--- config.mk ---
export PLATFORM = sky130hd
export DESIGN_NAME = sorir_top
export DESIGN_NICKNAME = d
export VERILOG_FILES = /design/src/hdl/sorir_pkg.sv /design/src/hdl/sorir_top.sv /design/src/hdl/sorir_stretch.sv
export SDC_FILE = /design/constraint.sdc
export NUM_CORES = 1
export LEC_CHECK = 0
export BUFFER_PORTS_ARGS = -buffer_cell sky130_fd_sc_hd__buf_2
export CORE_MARGIN = 5
export CORE_UTILIZATION = 53
export CTS_CLUSTER_DIAMETER = 30
export DETAILED_ROUTE_END_ITERATION = 6
export PLACE_DENSITY_LB_ADDON = 0.3
export SETUP_SLACK_MARGIN = 0.05
export SLEW_MARGIN = 20
export SYNTH_ARGS = -nofsm -noshare
export SYNTH_HDL_FRONTEND = slang
export SYNTH_SLANG_ARGS = --single-unit
export TNS_END_PERCENT = 1
--- constraint.sdc ---
create_clock -name clk_sys_in -period 2.9 [get_ports clk_sys_in]
set_clock_uncertainty 0.05 [all_clocks]
set_input_delay 0.435 -clock clk_sys_in [delete_from_list [all_inputs] [get_ports clk_sys_in]]
set_output_delay 0.435 -clock clk_sys_in [all_outputs]
set_load 0.05 [all_outputs]
--- src/hdl/sorir_pkg.sv ---
// package: register map, field layout, reset values and timing counts
package sorir_pkg;
    localparam int unsigned ADDR_W                = 12;
    localparam int unsigned DATA_W                = 8;
    localparam logic [11:0] ADDR_SYNC_THRESHOLD   = 12'h0210;
    localparam logic [11:0] ADDR_OVR_LEVEL        = 12'h0211;
    localparam logic [11:0] ADDR_OVR_CONFIG       = 12'h0213;
    localparam logic [11:0] ADDR_STARTUP_PROGRESS = 12'h0270;
    localparam logic [11:0] ADDR_POWER_PROFILE2   = 12'h029a;
    localparam logic [7:0]  RST_SYNC_THRESHOLD    = 8'h03;
    localparam logic [7:0]  RST_OVR_LEVEL         = 8'hf2;
    localparam logic [7:0]  RST_OVR_CONFIG        = 8'h07;
    localparam logic [7:0]  RST_POWER_PROFILE2    = 8'h0f;
    localparam int unsigned SYNC_LIMIT_W          = 5;
    localparam int unsigned OVERRANGE_PIN_ENABLE_BIT            = 3;
    localparam int unsigned OVERRANGE_STRETCH_EXPONENT_W               = 3;
    localparam int unsigned NUM_CH                = 4;
    localparam int unsigned SAMPLE_W              = 12;
    localparam int unsigned STRETCH_BASE_LOG2     = 2;
    localparam int unsigned STRETCH_CNT_W         = 10;
    localparam logic [7:0]  PWR_CODE_LOW          = 8'h06;
    localparam logic [7:0]  PWR_CODE_HIGH         = 8'h0f;
    localparam int unsigned INIT_TIME_NS          = 1000;
    localparam int unsigned CLK_PERIOD_NS         = 100;
    localparam int unsigned INIT_CYCLES           = (INIT_TIME_NS + CLK_PERIOD_NS - 1)
                                                    / CLK_PERIOD_NS;
    localparam int unsigned INIT_CNT_W            = 8;
endpackage

--- src/hdl/sorir_top.sv ---
// sync request filter, over-range control and status register bank
`timescale 1ns/1ps
`default_nettype none
module sorir_top
    import sorir_pkg::*;
(
    input  wire logic                          clk_sys_in,
    input  wire logic                          reset_in,
    input  wire logic                          reg_write_in,
    input  wire logic                          reg_read_in,
    input  wire logic [ADDR_W-1:0]             reg_addr_in,
    input  wire logic [DATA_W-1:0]             reg_wdata_in,
    output logic      [DATA_W-1:0]             reg_rdata_out,
    input  wire logic                          link_clk_strobe_in,
    input  wire logic                          sync_request_n_in,
    input  wire logic                          serial_link_enable_in,
    output logic                               resync_request_out,
    input  wire logic                          sample_valid_in,
    input  wire logic [NUM_CH*SAMPLE_W-1:0]    samples_in,
    output logic                               overrange_out_a,
    output logic                               overrange_out_b,
    output logic                               overrange_out_c,
    output logic                               overrange_out_d,
    output logic      [7:0]                    power_profile_code_out,
    output logic                               power_profile_low_out
);
    logic [SYNC_LIMIT_W-1:0] sync_low_count_limit_ff, nxt_sync_low_count_limit;
    logic [7:0]              overrange_level_field_ff, nxt_overrange_level_field;
    logic                    overrange_pin_enable_ff, nxt_overrange_pin_enable;
    logic [OVERRANGE_STRETCH_EXPONENT_W-1:0]      overrange_stretch_exponent_ff, nxt_overrange_stretch_exponent;
    logic [7:0]              power_profile_code_ff, nxt_power_profile_code;
    logic [7:0]              rdata_ff, nxt_rdata;
    logic [INIT_CNT_W-1:0]   init_cnt_ff, nxt_init_cnt;
    logic                    init_done_ff, nxt_init_done;
    logic [5:0]              low_cnt_ff, nxt_low_cnt;
    logic                    resync_ff, nxt_resync;
    logic                    low_prof_ff, nxt_low_prof;
    logic [NUM_CH-1:0]       over;

    // ---------------------------------------------------------------
    // register bank
    // ---------------------------------------------------------------
    always_comb
    begin
        nxt_sync_low_count_limit       = sync_low_count_limit_ff;
        nxt_overrange_level_field      = overrange_level_field_ff;
        nxt_overrange_pin_enable       = overrange_pin_enable_ff;
        nxt_overrange_stretch_exponent = overrange_stretch_exponent_ff;
        nxt_power_profile_code         = power_profile_code_ff;
        nxt_rdata                      = rdata_ff;
        if (reg_write_in)
        begin
            unique case (reg_addr_in)
                ADDR_SYNC_THRESHOLD: nxt_sync_low_count_limit = reg_wdata_in[SYNC_LIMIT_W-1:0];
                ADDR_OVR_LEVEL:      nxt_overrange_level_field = reg_wdata_in;
                ADDR_OVR_CONFIG:
                begin
                    nxt_overrange_pin_enable       = reg_wdata_in[OVERRANGE_PIN_ENABLE_BIT];
                    nxt_overrange_stretch_exponent = reg_wdata_in[OVERRANGE_STRETCH_EXPONENT_W-1:0];
                end
                ADDR_POWER_PROFILE2: nxt_power_profile_code = reg_wdata_in;
                default: ;
            endcase
        end
        if (reg_read_in)
        begin
            unique case (reg_addr_in)
                ADDR_SYNC_THRESHOLD:   nxt_rdata = {3'h0, sync_low_count_limit_ff};
                ADDR_OVR_LEVEL:        nxt_rdata = overrange_level_field_ff;
                ADDR_OVR_CONFIG:       nxt_rdata = {4'h0, overrange_pin_enable_ff,
                                                    overrange_stretch_exponent_ff};
                ADDR_STARTUP_PROGRESS: nxt_rdata = {7'h00, init_done_ff};
                ADDR_POWER_PROFILE2:   nxt_rdata = power_profile_code_ff;
                default:               nxt_rdata = 8'h00;
            endcase
        end
        nxt_low_prof = (nxt_power_profile_code == PWR_CODE_LOW);
    end

    // ---------------------------------------------------------------
    // startup sequencer
    // ---------------------------------------------------------------
    always_comb
    begin
        nxt_init_cnt  = init_cnt_ff;
        nxt_init_done = init_done_ff;
        if (!init_done_ff)
        begin
            if (init_cnt_ff == INIT_CNT_W'(INIT_CYCLES - 1))
            begin
                nxt_init_done = 1'b1;
            end
            else
            begin
                nxt_init_cnt = init_cnt_ff + 8'h01;
            end
        end
    end

    // ---------------------------------------------------------------
    // sync request filter
    // ---------------------------------------------------------------
    always_comb
    begin
        nxt_low_cnt = low_cnt_ff;
        nxt_resync  = resync_ff;
        if (!serial_link_enable_in)
        begin
            nxt_low_cnt = 6'h00;
            nxt_resync  = 1'b0;
        end
        else if (link_clk_strobe_in)
        begin
            if (sync_request_n_in)
            begin
                nxt_low_cnt = 6'h00;
                nxt_resync  = 1'b0;
            end
            else
            begin
                if (low_cnt_ff != 6'h3f)
                begin
                    nxt_low_cnt = low_cnt_ff + 6'h01;
                end
                nxt_resync = ({1'b0, low_cnt_ff} + 7'h01 >=
                              {2'h0, sync_low_count_limit_ff} + 7'h01);
            end
        end
    end

    always_ff @(posedge clk_sys_in or posedge reset_in)
    begin
        if (reset_in)
        begin
            sync_low_count_limit_ff       <= RST_SYNC_THRESHOLD[SYNC_LIMIT_W-1:0];
            overrange_level_field_ff      <= RST_OVR_LEVEL;
            overrange_pin_enable_ff       <= RST_OVR_CONFIG[OVERRANGE_PIN_ENABLE_BIT];
            overrange_stretch_exponent_ff <= RST_OVR_CONFIG[OVERRANGE_STRETCH_EXPONENT_W-1:0];
            power_profile_code_ff         <= RST_POWER_PROFILE2;
            rdata_ff                      <= 8'h00;
            init_cnt_ff                   <= 8'h00;
            init_done_ff                  <= 1'b0;
            low_cnt_ff                    <= 6'h00;
            resync_ff                     <= 1'b0;
            low_prof_ff                   <= 1'b0;
        end
        else
        begin
            sync_low_count_limit_ff       <= nxt_sync_low_count_limit;
            overrange_level_field_ff      <= nxt_overrange_level_field;
            overrange_pin_enable_ff       <= nxt_overrange_pin_enable;
            overrange_stretch_exponent_ff <= nxt_overrange_stretch_exponent;
            power_profile_code_ff         <= nxt_power_profile_code;
            rdata_ff                      <= nxt_rdata;
            init_cnt_ff                   <= nxt_init_cnt;
            init_done_ff                  <= nxt_init_done;
            low_cnt_ff                    <= nxt_low_cnt;
            resync_ff                     <= nxt_resync;
            low_prof_ff                   <= nxt_low_prof;
        end
    end

    // ---------------------------------------------------------------
    // over-range channels
    // ---------------------------------------------------------------
    genvar ch;
    generate
        for (ch = 0; ch < NUM_CH; ch++)
        begin : g_ch
            sorir_stretch u_str (
                .clk_sys_in      (clk_sys_in),
                .reset_in        (reset_in),
                .sample_valid_in (sample_valid_in),
                .sample_in       (samples_in[ch*SAMPLE_W +: SAMPLE_W]),
                .level_in        (overrange_level_field_ff),
                .exponent_in     (overrange_stretch_exponent_ff),
                .enable_in       (overrange_pin_enable_ff),
                .over_out        (over[ch])
            );
        end
    endgenerate

    assign reg_rdata_out          = rdata_ff;
    assign resync_request_out     = resync_ff;
    assign overrange_out_a        = over[0];
    assign overrange_out_b        = over[1];
    assign overrange_out_c        = over[2];
    assign overrange_out_d        = over[3];
    assign power_profile_code_out = power_profile_code_ff;
    assign power_profile_low_out  = low_prof_ff;
endmodule
`default_nettype wire

--- src/hdl/sorir_stretch.sv ---
// one channel over-range comparator with pulse stretcher
`timescale 1ns/1ps
`default_nettype none
module sorir_stretch
    import sorir_pkg::*;
(
    input  wire logic                 clk_sys_in,
    input  wire logic                 reset_in,
    input  wire logic                 sample_valid_in,
    input  wire logic [SAMPLE_W-1:0]  sample_in,
    input  wire logic [7:0]           level_in,
    input  wire logic [OVERRANGE_STRETCH_EXPONENT_W-1:0]   exponent_in,
    input  wire logic                 enable_in,
    output logic                      over_out
);
    logic [SAMPLE_W-1:0]      mag;
    logic [7:0]               mag8;
    logic                     hit;
    logic [STRETCH_CNT_W-1:0] cnt_ff;
    logic [STRETCH_CNT_W-1:0] nxt_cnt;
    logic                     over_ff;
    logic                     nxt_over;
    logic [STRETCH_CNT_W-1:0] span;

    // ---------------------------------------------------------------
    // compare and stretch
    // ---------------------------------------------------------------
    always_comb
    begin
        mag      = sample_in[SAMPLE_W-1] ? ~sample_in : sample_in;
        mag8     = mag[SAMPLE_W-2:SAMPLE_W-9];
        hit      = sample_valid_in && ({1'b0, mag8} + 9'h001 >= {1'b0, level_in}) &&
                   (level_in != 8'h00 || 1'b1);
        span     = STRETCH_CNT_W'(1) << (STRETCH_BASE_LOG2 + 32'(exponent_in));
        nxt_cnt  = cnt_ff;
        if (hit)
        begin
            nxt_cnt = span - 10'h001;
        end
        else if (sample_valid_in && cnt_ff != 10'h000)
        begin
            nxt_cnt = cnt_ff - 10'h001;
        end
        nxt_over = enable_in && (hit || (over_ff && !(sample_valid_in && cnt_ff == 10'h000)))
                   && !(over_ff == 1'b0 && !hit);
    end

    always_ff @(posedge clk_sys_in or posedge reset_in)
    begin
        if (reset_in)
        begin
            cnt_ff  <= 10'h000;
            over_ff <= 1'b0;
        end
        else
        begin
            cnt_ff  <= nxt_cnt;
            over_ff <= nxt_over;
        end
    end

    assign over_out = over_ff;
endmodule
`default_nettype wire

==> results of run 1 <==
[worst max-delay path, delay by kind of cell]
family                     cells  cell delay (ns)
AOI/OAI and AO/OA              5             1.35
buffers and inverters          2             0.28
and+or+nand+nor                2             0.28
adders and majority gates      1             0.27
xor gates and xnor gates       1             0.20
muxes                          1             0.16
[through the flow]
stage / setup TNS, ns / setup WS (ns) / hold WS, ns / utilization [%] / total power (W)
6_report: 0 / 0.111 / 0.106 / 64.3 / 0.00379
5_1_grt: 0 / 0.0116 / 0.156 / 64.3 / 0.00402
4_1_cts: 0 / 0.0539 / 0.126 / 63.0 / 0.00377
3_5_place_dp: -9.10 / -0.415 / 0.414 / 60.9 / 0.00264
3_3_place_gp: -5.48 / -0.338 / 0.418 / 60.9 / 0.00257
2_1_floorplan: -1.57 / -0.0839 / 0.396 / - / 0.00235
[placed cells by master (no fill, tap or decap), types with 13 or more instances in the layout]
master / n
a21oi_1: 43
o22ai_1: 13
nand3_1: 17
nor2b_1: 21
o21ai_0: 48
xor2_1: 27
nor3_1: 15
nor2_1: 43
dfstp_2: 14
nand2b_1: 13
inv_1: 46
mux2_2: 19
buf_4: 56
mux2i_1: 13
ha_1: 48
buf_2: 83
nand2_1: 49
xnor2_1: 24
a221o_1: 20
dfrtp_1: 80
[sequential cells by signal, summed over array words and instances (netlist names)]
name	flops
g_ch.u_str.cnt_ff	40
g_ch.u_str.over_out	4
init_cnt_ff	8
init_done_ff	1
low_cnt_ff	6
overrange_level_field_ff	8
overrange_pin_enable_ff	1
overrange_stretch_exponent_ff	3
power_profile_code_out	8
power_profile_low_out	1
reg_rdata_out	8
resync_request_out	1
sync_low_count_limit_ff	5
[per-layer routing]
layer  wire length (µm)  GRT usage, %  vias to the layer above
met5                  0             0                        -
met4                518          9.18                        0
met3                929          4.18                       40
met2               8830          39.0                      188
met1               7510          28.1                     3104
li1                   -             -                     3123
[cell families after synthesis]
family / after synthesis / share of synthesized area (%)
buffers and inverters: 86 / 4.87
adder cells (fa/ha/maj): 52 / 9.13
AND/OR/NAND/NOR: 249 / 20.0
AO/OA/AOI/OAI: 211 / 20.6
multiplexers: 34 / 5.26
XOR/XNOR: 51 / 6.37
flip-flops: 94 / 33.8
[report_power, final]
group          internal [W]  switching [W]
Clock              0.000586       0.000530
Sequential          0.00150       0.000220
Combinational      0.000457       0.000491
[cell type report]
| cell class | count | area share, % |
|---|---|---|
| multi-input combinational | 597 | 52.2 |
| sequential | 94 | 28.2 |
| timing repair buffer | 146 | 11.6 |
| clock buffer | 9 | 2.68 |
| tap | 176 | 2.62 |
| inverter | 48 | 2.16 |
| clock inverter | 7 | 0.580 |
[what timing repair did]
action	4_1_cts	5_1_grt
resized for setup	2	22
pin swaps	0	15
endpoints found under the setup margin	8	31
gates cloned	0	2
setup buffers	0	3
[final timing paths]
check / cells past startpoint / slack, ns / from / to
max: 12 / 0.11 / samples_in[16] / g_ch[1].u_str.cnt_ff[4]
min: 2 / 0.11 / reset_in / init_cnt_ff[4]
max reg2reg: 9 / 0.15 / overrange_stretch_exponent_ff[2] / g_ch[0].u_str.cnt_ff[4]
min reg2reg: 1 / 0.43 / init_cnt_ff[7] / init_cnt_ff[7]
max in group asynchronous: 3 / 1.92 / reset_in / overrange_level_field_ff[4]
min in group clk_sys_in: 3 / 0.27 / reg_wdata_in[5] / overrange_level_field_ff[5]
==> impl_metrics.csv, run 1 <==
group,metric,value,unit
outcome,status,"finished, final reports clean",
critical_path,slowest_stage,"a221o_1",
synth,yosysTopAreaCell,"dfrtp_1",
floorplan,start_util,53.6,%
placed_design,dp.cells,1056,
route,vias_per_cell,5.99,
layout,area_growth,19.9,%
synth,syn_nets,901,
critical_path,worstPathMaxFanout,6,
clock_tree,root_buffer,"clkbuf_16",
sta,finalCritPeriodShare,96.2,%
power,power_per_cell_area,450,mW/mm²
synth,synth_area_per_cell,9.03,µm²
sta,slew_violations,0,
sta,fin_crit,2.79,ns
floorplan,fp.dieArea,0.0156,mm²
route,vias,6455,
clock_tree,cts_buffers,9,
critical_path,cp.arrival,2.98,ns
sta,hold_viol,0,
layout,final_cells,1077,
power,p_leak,3.89,nW
floorplan,dieWidth,125,µm
critical_path,crit_chain,"buf_4 -> and3_4 -> a32o_2 -> mux2i_2 -> xnor2_1 -> ha_1 -> a21o_1 -> a221o_1 -> a41o_4 -> buf_12 -> nor2b_1 -> a221o_1",
power,ir_drop,0.341,mV
clock_tree,h-tree-depth,3,
placed_design,port_buffers,85,
route,postRouteWirelength,17800,µm
synth,synthFlopType,"dfrtp_1",
route,first_pass_iters,5,
floorplan,rows,42,
global_route,antenna_found_initial,0,
synth,synth_seq_area_share,33.8,%
route,drtAntennaViolNets,0,
synth,async_flop_share,100,%
synth,yosys-top-cells-area,"dfrtp_1 29%, ha_1 8.6%, dfstp_2 5.2%",
placed_design,hpwl,13100,µm
layout,n_fill_cell,1046,
synth,yosys-top-cells-count,"80 x dfrtp_1, 51 x o21ai_0, 50 x nand2_1",
critical_path,end_kind,"flip-flop",
layout,multi_input_area,0.00439,mm²
global_route,overflow,0,
floorplan,fp.coreArea,0.0131,mm²
critical_path,critPathMostFrequentCell,"a221o_1",
run,maxCapViolations,0,
layout,nets,1020,
floorplan,die_y,125,µm
sta,worst_pin_slew,0.704,ns
sta,slew_headroom,53.0,%
synth,yosysMostFrequentCell,"dfrtp_1",
global_route,track_usage,22.6,%
clock_tree,postCtsHoldBufs,0,
synth,syn-cell-area,0.00701,mm²
synth,ys_ff_latch,94,
placed_design,placed_area,0.00797,mm²
global_route,grt_max_degree,57,
route,drt-initial-drc-count,565,
hold_path,min_path_type,"primary input to async pin",
floorplan,ios,98,
critical_path,slowest_delay,0.32,ns
layout,final_cell_area,0.00841,mm²
route,drc_errors,0,
synth,synth_top_cell_area_share,28.5,%
placed_design,gp_congestion,0.907,
global_route,grt_pass1_vias,6494,
synth,synth_edf_count,0,
layout,antenna_cells,0,
clock_tree,clock_tree.buffer_depth,2,
layout,seq_area,0.00237,mm²
synth,synth-warning-count,0,
sta,report.final.setup_viol,0,
sta,fmax,0.359,GHz
clock_tree,clock_latency,0.35,ns
route,wl_per_cell,16.5,µm
critical_path,crit_required,3.09,ns
synth,ys_types,77,
synth,synthCells,777,
critical_path,critPathKind,"primary input to flip-flop",
layout,layout-drive-gt1-share,26.0,%
critical_path,start_kind,"primary input",
clock_tree,tritoncts,"built",
global_route,grt_pass1_wl,30000,µm
clock_tree,clk_pin_slew,0.07,ns
clock_tree,clock_sinks,94,
sta,rsz0062_at_grt,"yes",
Power figures use the tool's default switching activity.
==> run 2, diff against run 1 <==
--- a/config.mk
+++ b/config.mk
@@ -9,3 +9,3 @@
 export CORE_MARGIN = 5
-export CORE_UTILIZATION = 53
+export CORE_UTILIZATION = 63
 export CTS_CLUSTER_DIAMETER = 30
==> constraint.sdc (replaced) <==
create_clock -name clk_sys_in -period 3.3 [get_ports clk_sys_in]
set_clock_uncertainty 0.05 [all_clocks]
set_input_delay 0.99 -clock clk_sys_in [delete_from_list [all_inputs] [get_ports clk_sys_in]]
set_output_delay 0.99 -clock clk_sys_in [all_outputs]
set_load 0.05 [all_outputs]
==> impl_metrics.csv, run 2 (synthesis gave the netlist of run 1 again) <==
group,metric,value,unit
power,p_switching,0.00107,W
sta,fmax,0.302,GHz
power,p_leak,3.86,nW
run,maxCapViolations,0,
global_route,grt_max_degree,44,
critical_path,slowest_delay,0.30,ns
route,drtAntennaViolNets,0,
sta,hold_viol,0,
floorplan,ios,98,
critical_path,cp.arrival,3.53,ns
outcome,status,"finished with violations",
floorplan,fp.coreArea,0.0109,mm²
floorplan,fp.dieArea,0.0133,mm²
critical_path,end_kind,"flip-flop",
route,vias_per_cell,6.36,
route,wl_per_cell,17.6,µm
clock_tree,postCtsHoldBufs,0,
critical_path,crit_family,"compound AO/OA/AOI/OAI gates",
sta,finalCritPeriodShare,100,%
sta,worst_pin_slew,0.810,ns
power,ir_drop,0.377,mV
route,vias,6615,
global_route,track_usage,28.3,%
global_route,antenna_found_initial,0,
critical_path,critPathMostFrequentCell,"a221o_1",
power,p_clk_share,24.9,%
power,internal_power,0.00211,W
sta,report.final.setup_viol,2,
clock_tree,clk_pin_slew,0.09,ns
placed_design,port_buffers,85,
power,power_per_cell_area,381,mW/mm²
sta,fin_crit,3.31,ns
layout,regMostFlops,"g_ch.u_str.cnt_ff",
global_route,overflow,0,
placed_design,placed_area,0.00790,mm²
sta,worst_slack,-0.00599,ns
clock_tree,clock_latency,0.39,ns
global_route,grt_pass1_vias,6622,
clock_tree,cts_buffers,9,
placed_design,hpwl,13400,µm
layout,final_common_cell,"dfrtp_1",
clock_tree,root_buffer,"clkbuf_8",
outcome,failed_checks,"setup timing",
floorplan,die_y,116,µm
critical_path,crit_chain,"buf_4 -> nor3_2 -> a32o_2 -> mux2i_2 -> xnor2_1 -> ha_1 -> a21o_1 -> a221o_1 -> a41o_1 -> buf_12 -> nor2b_1 -> a221o_1",
layout,largest_reg_flops,40,
floorplan,rows,38,
layout,final_cells,1040,
critical_path,crit_required,3.52,ns
layout,nets,1019,
floorplan,start_util,64.4,%
clock_tree,h-tree-depth,3,
placed_design,dp.cells,1016,
placed_design,gp_congestion,0.915,
layout,antenna_cells,0,
critical_path,worstPathMaxFanout,24,
power,pwr-share-seq,47.7,%
critical_path,start_kind,"primary input",
floorplan,dieWidth,116,µm
power,p_comb_share,27.4,%
route,drt-initial-drc-count,562,
sta,rsz0062_at_grt,"yes",
clock_tree,clock_sinks,94,
critical_path,slowest_stage,"ha_1",
clock_tree,clock_tree.buffer_depth,2,
sta,slew_headroom,45.5,%
global_route,grt_pass1_wl,30500,µm
route,postRouteWirelength,18300,µm
layout,final_cell_area,0.00836,mm²
layout,area_growth,19.1,%
layout,layout-drive-gt1-share,26.7,%
route,drc_errors,0,
power,swShare,33.7,%
critical_path,critical_path_buf_inv_count,2,
clock_tree,tritoncts,"built",
route,first_pass_iters,6,
critical_path,critPathKind,"primary input to flip-flop",
layout,final_cell_mix,"80 x dfrtp_1, 76 x buf_2, 57 x buf_4",
sta,slew_violations,0,
hold_path,min_path_type,"flip-flop to flip-flop",
==> run 2: cell types whose count changed in the layout (fill, tap and decap cells not counted), moves of 3 or more <==
cell       change
buf_2          -7
buf_6          +6
clkbuf_16     -11
clkbuf_8      +10
clkinv_2       -3
==> run 2: final cells by class <==
| type | instances | area (µm²) |
|---|---|---|
| clock buffer | 11 | 141 |
| clock inverter | 5 | 58.8 |
| fill | 743 | 2530 |
| inverter | 48 | 181 |
| multi-input combinational | 597 | 4450 |
| sequential | 94 | 2370 |
| tap | 140 | 175 |
| timing repair buffer | 145 | 982 |
==> run 2: worst paths after layout <==
| check | startpoint | slack [ns] | endpoint | cells past startpoint |
|---|---|---|---|---|
| worst max-delay path | samples_in[17] | -0.006 | g_ch[1].u_str.cnt_ff[6] | 12 |
| worst min-delay path | init_cnt_ff[7] | 0.44 | init_cnt_ff[7] | 1 |
| worst max register to register | overrange_stretch_exponent_ff[1] | 0.20 | g_ch[0].u_str.cnt_ff[4] | 10 |
| worst min register to register | init_cnt_ff[7] | 0.44 | init_cnt_ff[7] | 1 |
| max in group asynchronous | reset_in | 1.91 | overrange_level_field_ff[1] | 3 |
| min in group asynchronous | reset_in | 0.59 | g_ch[3].u_str.cnt_ff[3] | 2 |
==> run 2: power by group through the flow <==
stage | logic, W | clock network (W) | registers (W)
3_3_place_gp | 0.000749 | 0 | 0.00151
3_5_place_dp | 0.000815 | 0 | 0.00152
5_1_grt | 0.000976 | 0.000854 | 0.00155
2_1_floorplan | 0.000580 | 0 | 0.00148
6_report | 0.000872 | 0.000795 | 0.00152
4_1_cts | 0.000826 | 0.000798 | 0.00151
==> run 2: repair_timing <==
item	CTS	global route
buffers inserted	4	4
cloned	0	0
gates resized for setup	13	39
pin swaps	8	31
setup endpoints to repair	28	35
==> run 2: layer usage <==
metal / vias to the layer above / GRT usage [%] / wire, µm
met4: 0 / 11.2 / 491
li1: 3122 / - / -
met1: 3185 / 34.2 / 7200
met5: - / 0 / 0
met2: 255 / 49.8 / 9390
met3: 53 / 5.38 / 1190
==> run 2: through the flow <==
step / setup TNS, ns / setup slack, ns / utilization [%] / hold slack [ns] / power [W]
4_1_cts: 0 / 0.0270 / 75.0 / 0.435 / 0.00313
2_1_floorplan: -18.68 / -0.239 / - / 0.396 / 0.00206
5_1_grt: -1.67 / -0.116 / 76.8 / 0.454 / 0.00338
6_report: -0.00792 / -0.00599 / 76.8 / 0.437 / 0.00319
3_5_place_dp: -16.06 / -0.567 / 72.5 / 0.417 / 0.00233
3_3_place_gp: -10.90 / -0.466 / 72.5 / 0.416 / 0.00226
==> run 2: worst reg2reg max path: cells and delay by family, from the launching register on <==
family / cells / cell delay [ns]
AOI/OAI and AO/OA: 2 / 0.54
and+or+nand+nor: 4 / 0.61
buffers and inverters: 1 / 0.08
DFF: 1 / 0.64
adders and majority gates: 2 / 0.77
muxes: 1 / 0.29
==> run 3, diff against run 2 <==
- CELL_PAD_IN_SITES_DETAIL_PLACEMENT: default -> 0
- CELL_PAD_IN_SITES_GLOBAL_PLACEMENT: default -> 2
- CORE_UTILIZATION: 63 -> 39
==> impl_metrics.csv, run 3 (synthesis gave the netlist of run 1 again) <==
group,metric,value,unit
critical_path,end_kind,"flip-flop",
critical_path,start_kind,"primary input",
power,p_switching,0.00113,W
critical_path,crit_chain,"buf_2 -> nor2b_2 -> a32o_2 -> mux2i_1 -> xnor2_1 -> ha_1 -> buf_4 -> nand4_1 -> nor2_1 -> a211o_1 -> or2_4 -> or2_2 -> o221ai_1",
critical_path,reg2reg_slack,0.50,ns
run,maxCapViolations,0,
hold_path,holdPathEnd,"init_cnt_ff[7]",
placed_design,placed_area,0.00807,mm²
clock_tree,clock_latency,0.36,ns
layout,final_cell_mix,"83 x buf_2, 80 x dfrtp_1, 56 x buf_4",
outcome,status,"finished, final reports clean",
floorplan,fp.dieArea,0.0208,mm²
route,first_pass_iters,5,
power,swShare,33.3,%
hold_path,hold_depth,1,
floorplan,die_y,144,µm
sta,fmax,0.304,GHz
layout,n_fill_cell,1713,
clock_tree,clk_pin_slew,0.07,ns
critical_path,cp.arrival,3.51,ns
sta,report.final.setup_viol,0,
clock_tree,tritoncts,"built",
sta,slew_violations,0,
critical_path,slowest_stage,"ha_1",
power,p_leak,3.93,nW
clock_tree,cts_buffers,9,
layout,layout-drive-gt1-share,27.7,%
critical_path,worst_r2r_path_depth,9,
layout,regMostFlops,"g_ch.u_str.cnt_ff",
clock_tree,clock_sinks,94,
sta,finalCritPeriodShare,99.7,%
global_route,grt_pass1_vias,6382,
layout,nets,1025,
global_route,track_usage,18.7,%
clock_tree,h-tree-depth,3,
global_route,grt_max_degree,55,
route,postRouteWirelength,19000,µm
power,power_per_cell_area,394,mW/mm²
floorplan,dieWidth,144,µm
route,drc_errors,0,
critical_path,crit_family,"simple AND/OR/NAND/NOR gates",
critical_path,worstPathMaxFanout,9,
floorplan,start_util,39.3,%
route,vias_per_cell,5.67,
critical_path,critPathKind,"primary input to flip-flop",
layout,final_common_cell,"buf_2",
global_route,antenna_found_initial,0,
critical_path,regToRegEndpoint,"g_ch[0].u_str.cnt_ff[4]",
clock_tree,postCtsHoldBufs,0,
hold_path,worstHoldStart,"init_cnt_ff[7]",
route,drt-initial-drc-count,310,
layout,area_growth,22.5,%
clock_tree,root_buffer,"clkbuf_16",
placed_design,gp_congestion,0.885,
critical_path,crit_required,3.52,ns
power,internal_power,0.00226,W
critical_path,reg2reg_from,"overrange_stretch_exponent_ff[1]",
sta,fin_crit,3.29,ns
route,drtAntennaViolNets,0,
sta,holdWs,0.438,ns
layout,final_cell_area,0.00859,mm²
route,vias,6441,
global_route,overflow,0,
floorplan,ios,98,
layout,largest_reg_flops,40,
route,wl_per_cell,16.7,µm
power,p_comb_share,24.8,%
placed_design,hpwl,13900,µm
power,ir_drop,0.250,mV
placed_design,port_buffers,85,
clock_tree,clock_tree.buffer_depth,2,
sta,hold_viol,0,
sta,worst_pin_slew,0.955,ns
global_route,grt_pass1_wl,31500,µm
floorplan,rows,49,
sta,slew_headroom,35.7,%
power,p_clk_share,30.3,%
hold_path,min_path_type,"flip-flop to flip-flop",
critical_path,critical_path_buf_inv_count,2,
floorplan,fp.coreArea,0.0178,mm²
layout,antenna_cells,0,
power,pwr-share-seq,44.8,%
sta,rsz0062_at_grt,"yes",
critical_path,slowest_delay,0.33,ns
==> run 3: timing repair <==
action	CTS	global route
buffers inserted	7	0
endpoints found under the setup margin	23	39
resized for setup	25	20
pin swaps	21	20
==> run 3: metrics by stage <==
step           utilization, %  std cells  power, W  setup WS [ns]   TNS (ns)
2_1_floorplan               -        777   0.00206         -0.239     -18.68
3_3_place_gp             45.3       1112   0.00229         -0.579     -12.49
3_5_place_dp             45.3       1112   0.00233         -0.595     -14.62
4_1_cts                  47.7       1135   0.00340      -0.000959  -0.000959
5_1_grt                  48.2       1135   0.00361         -0.119     -0.984
6_report                 48.2       1135   0.00339         0.0104          0
==> run 3: cell type report <==
| type | instances | area [µm²] | area share [%] |
|---|---|---|---|
| timing repair buffer | 151 | 1020 | 11.9 |
| multi-input combinational | 597 | 4450 | 51.7 |
| tap | 229 | 287 | 3.34 |
| clock buffer | 9 | 225 | 2.62 |
| sequential | 94 | 2370 | 27.6 |
| clock inverter | 7 | 63.8 | 0.743 |
| inverter | 48 | 181 | 2.11 |
==> run 3: how the worst max path moves through the flow <==
stage	from	end	slack [ns]	cells past startpoint
after floorplan	samples_in[27]	g_ch[2].u_str.cnt_ff[9]	-0.24	13
final	samples_in[27]	g_ch[2].u_str.cnt_ff[0]	0.01	13
after detailed placement	samples_in[30]	g_ch[2].u_str.cnt_ff[9]	-0.59	12
after CTS	samples_in[40]	g_ch[3].u_str.cnt_ff[2]	-0.001	13
after global routing	samples_in[30]	g_ch[2].u_str.cnt_ff[4]	-0.12	13
after global placement	samples_in[30]	g_ch[2].u_str.cnt_ff[9]	-0.58	12
==> run 3: power groups by stage <==
stage | Sequential (W) | Clock (W) | Combinational (W)
2_1_floorplan | 0.00148 | 0 | 0.000580
3_3_place_gp | 0.00152 | 0 | 0.000770
3_5_place_dp | 0.00153 | 0 | 0.000809
4_1_cts | 0.00151 | 0.00106 | 0.000827
5_1_grt | 0.00155 | 0.00110 | 0.000957
6_report | 0.00152 | 0.00103 | 0.000841
==> run 3: layer usage <==
metal  vias up  wire, µm  GRT usage, %
met1      3124      8600          24.7
met3        30       763          2.65
met2       146      9080          31.1
met4         0       525          7.19
met5         -         0             0
li1       3141         -             -
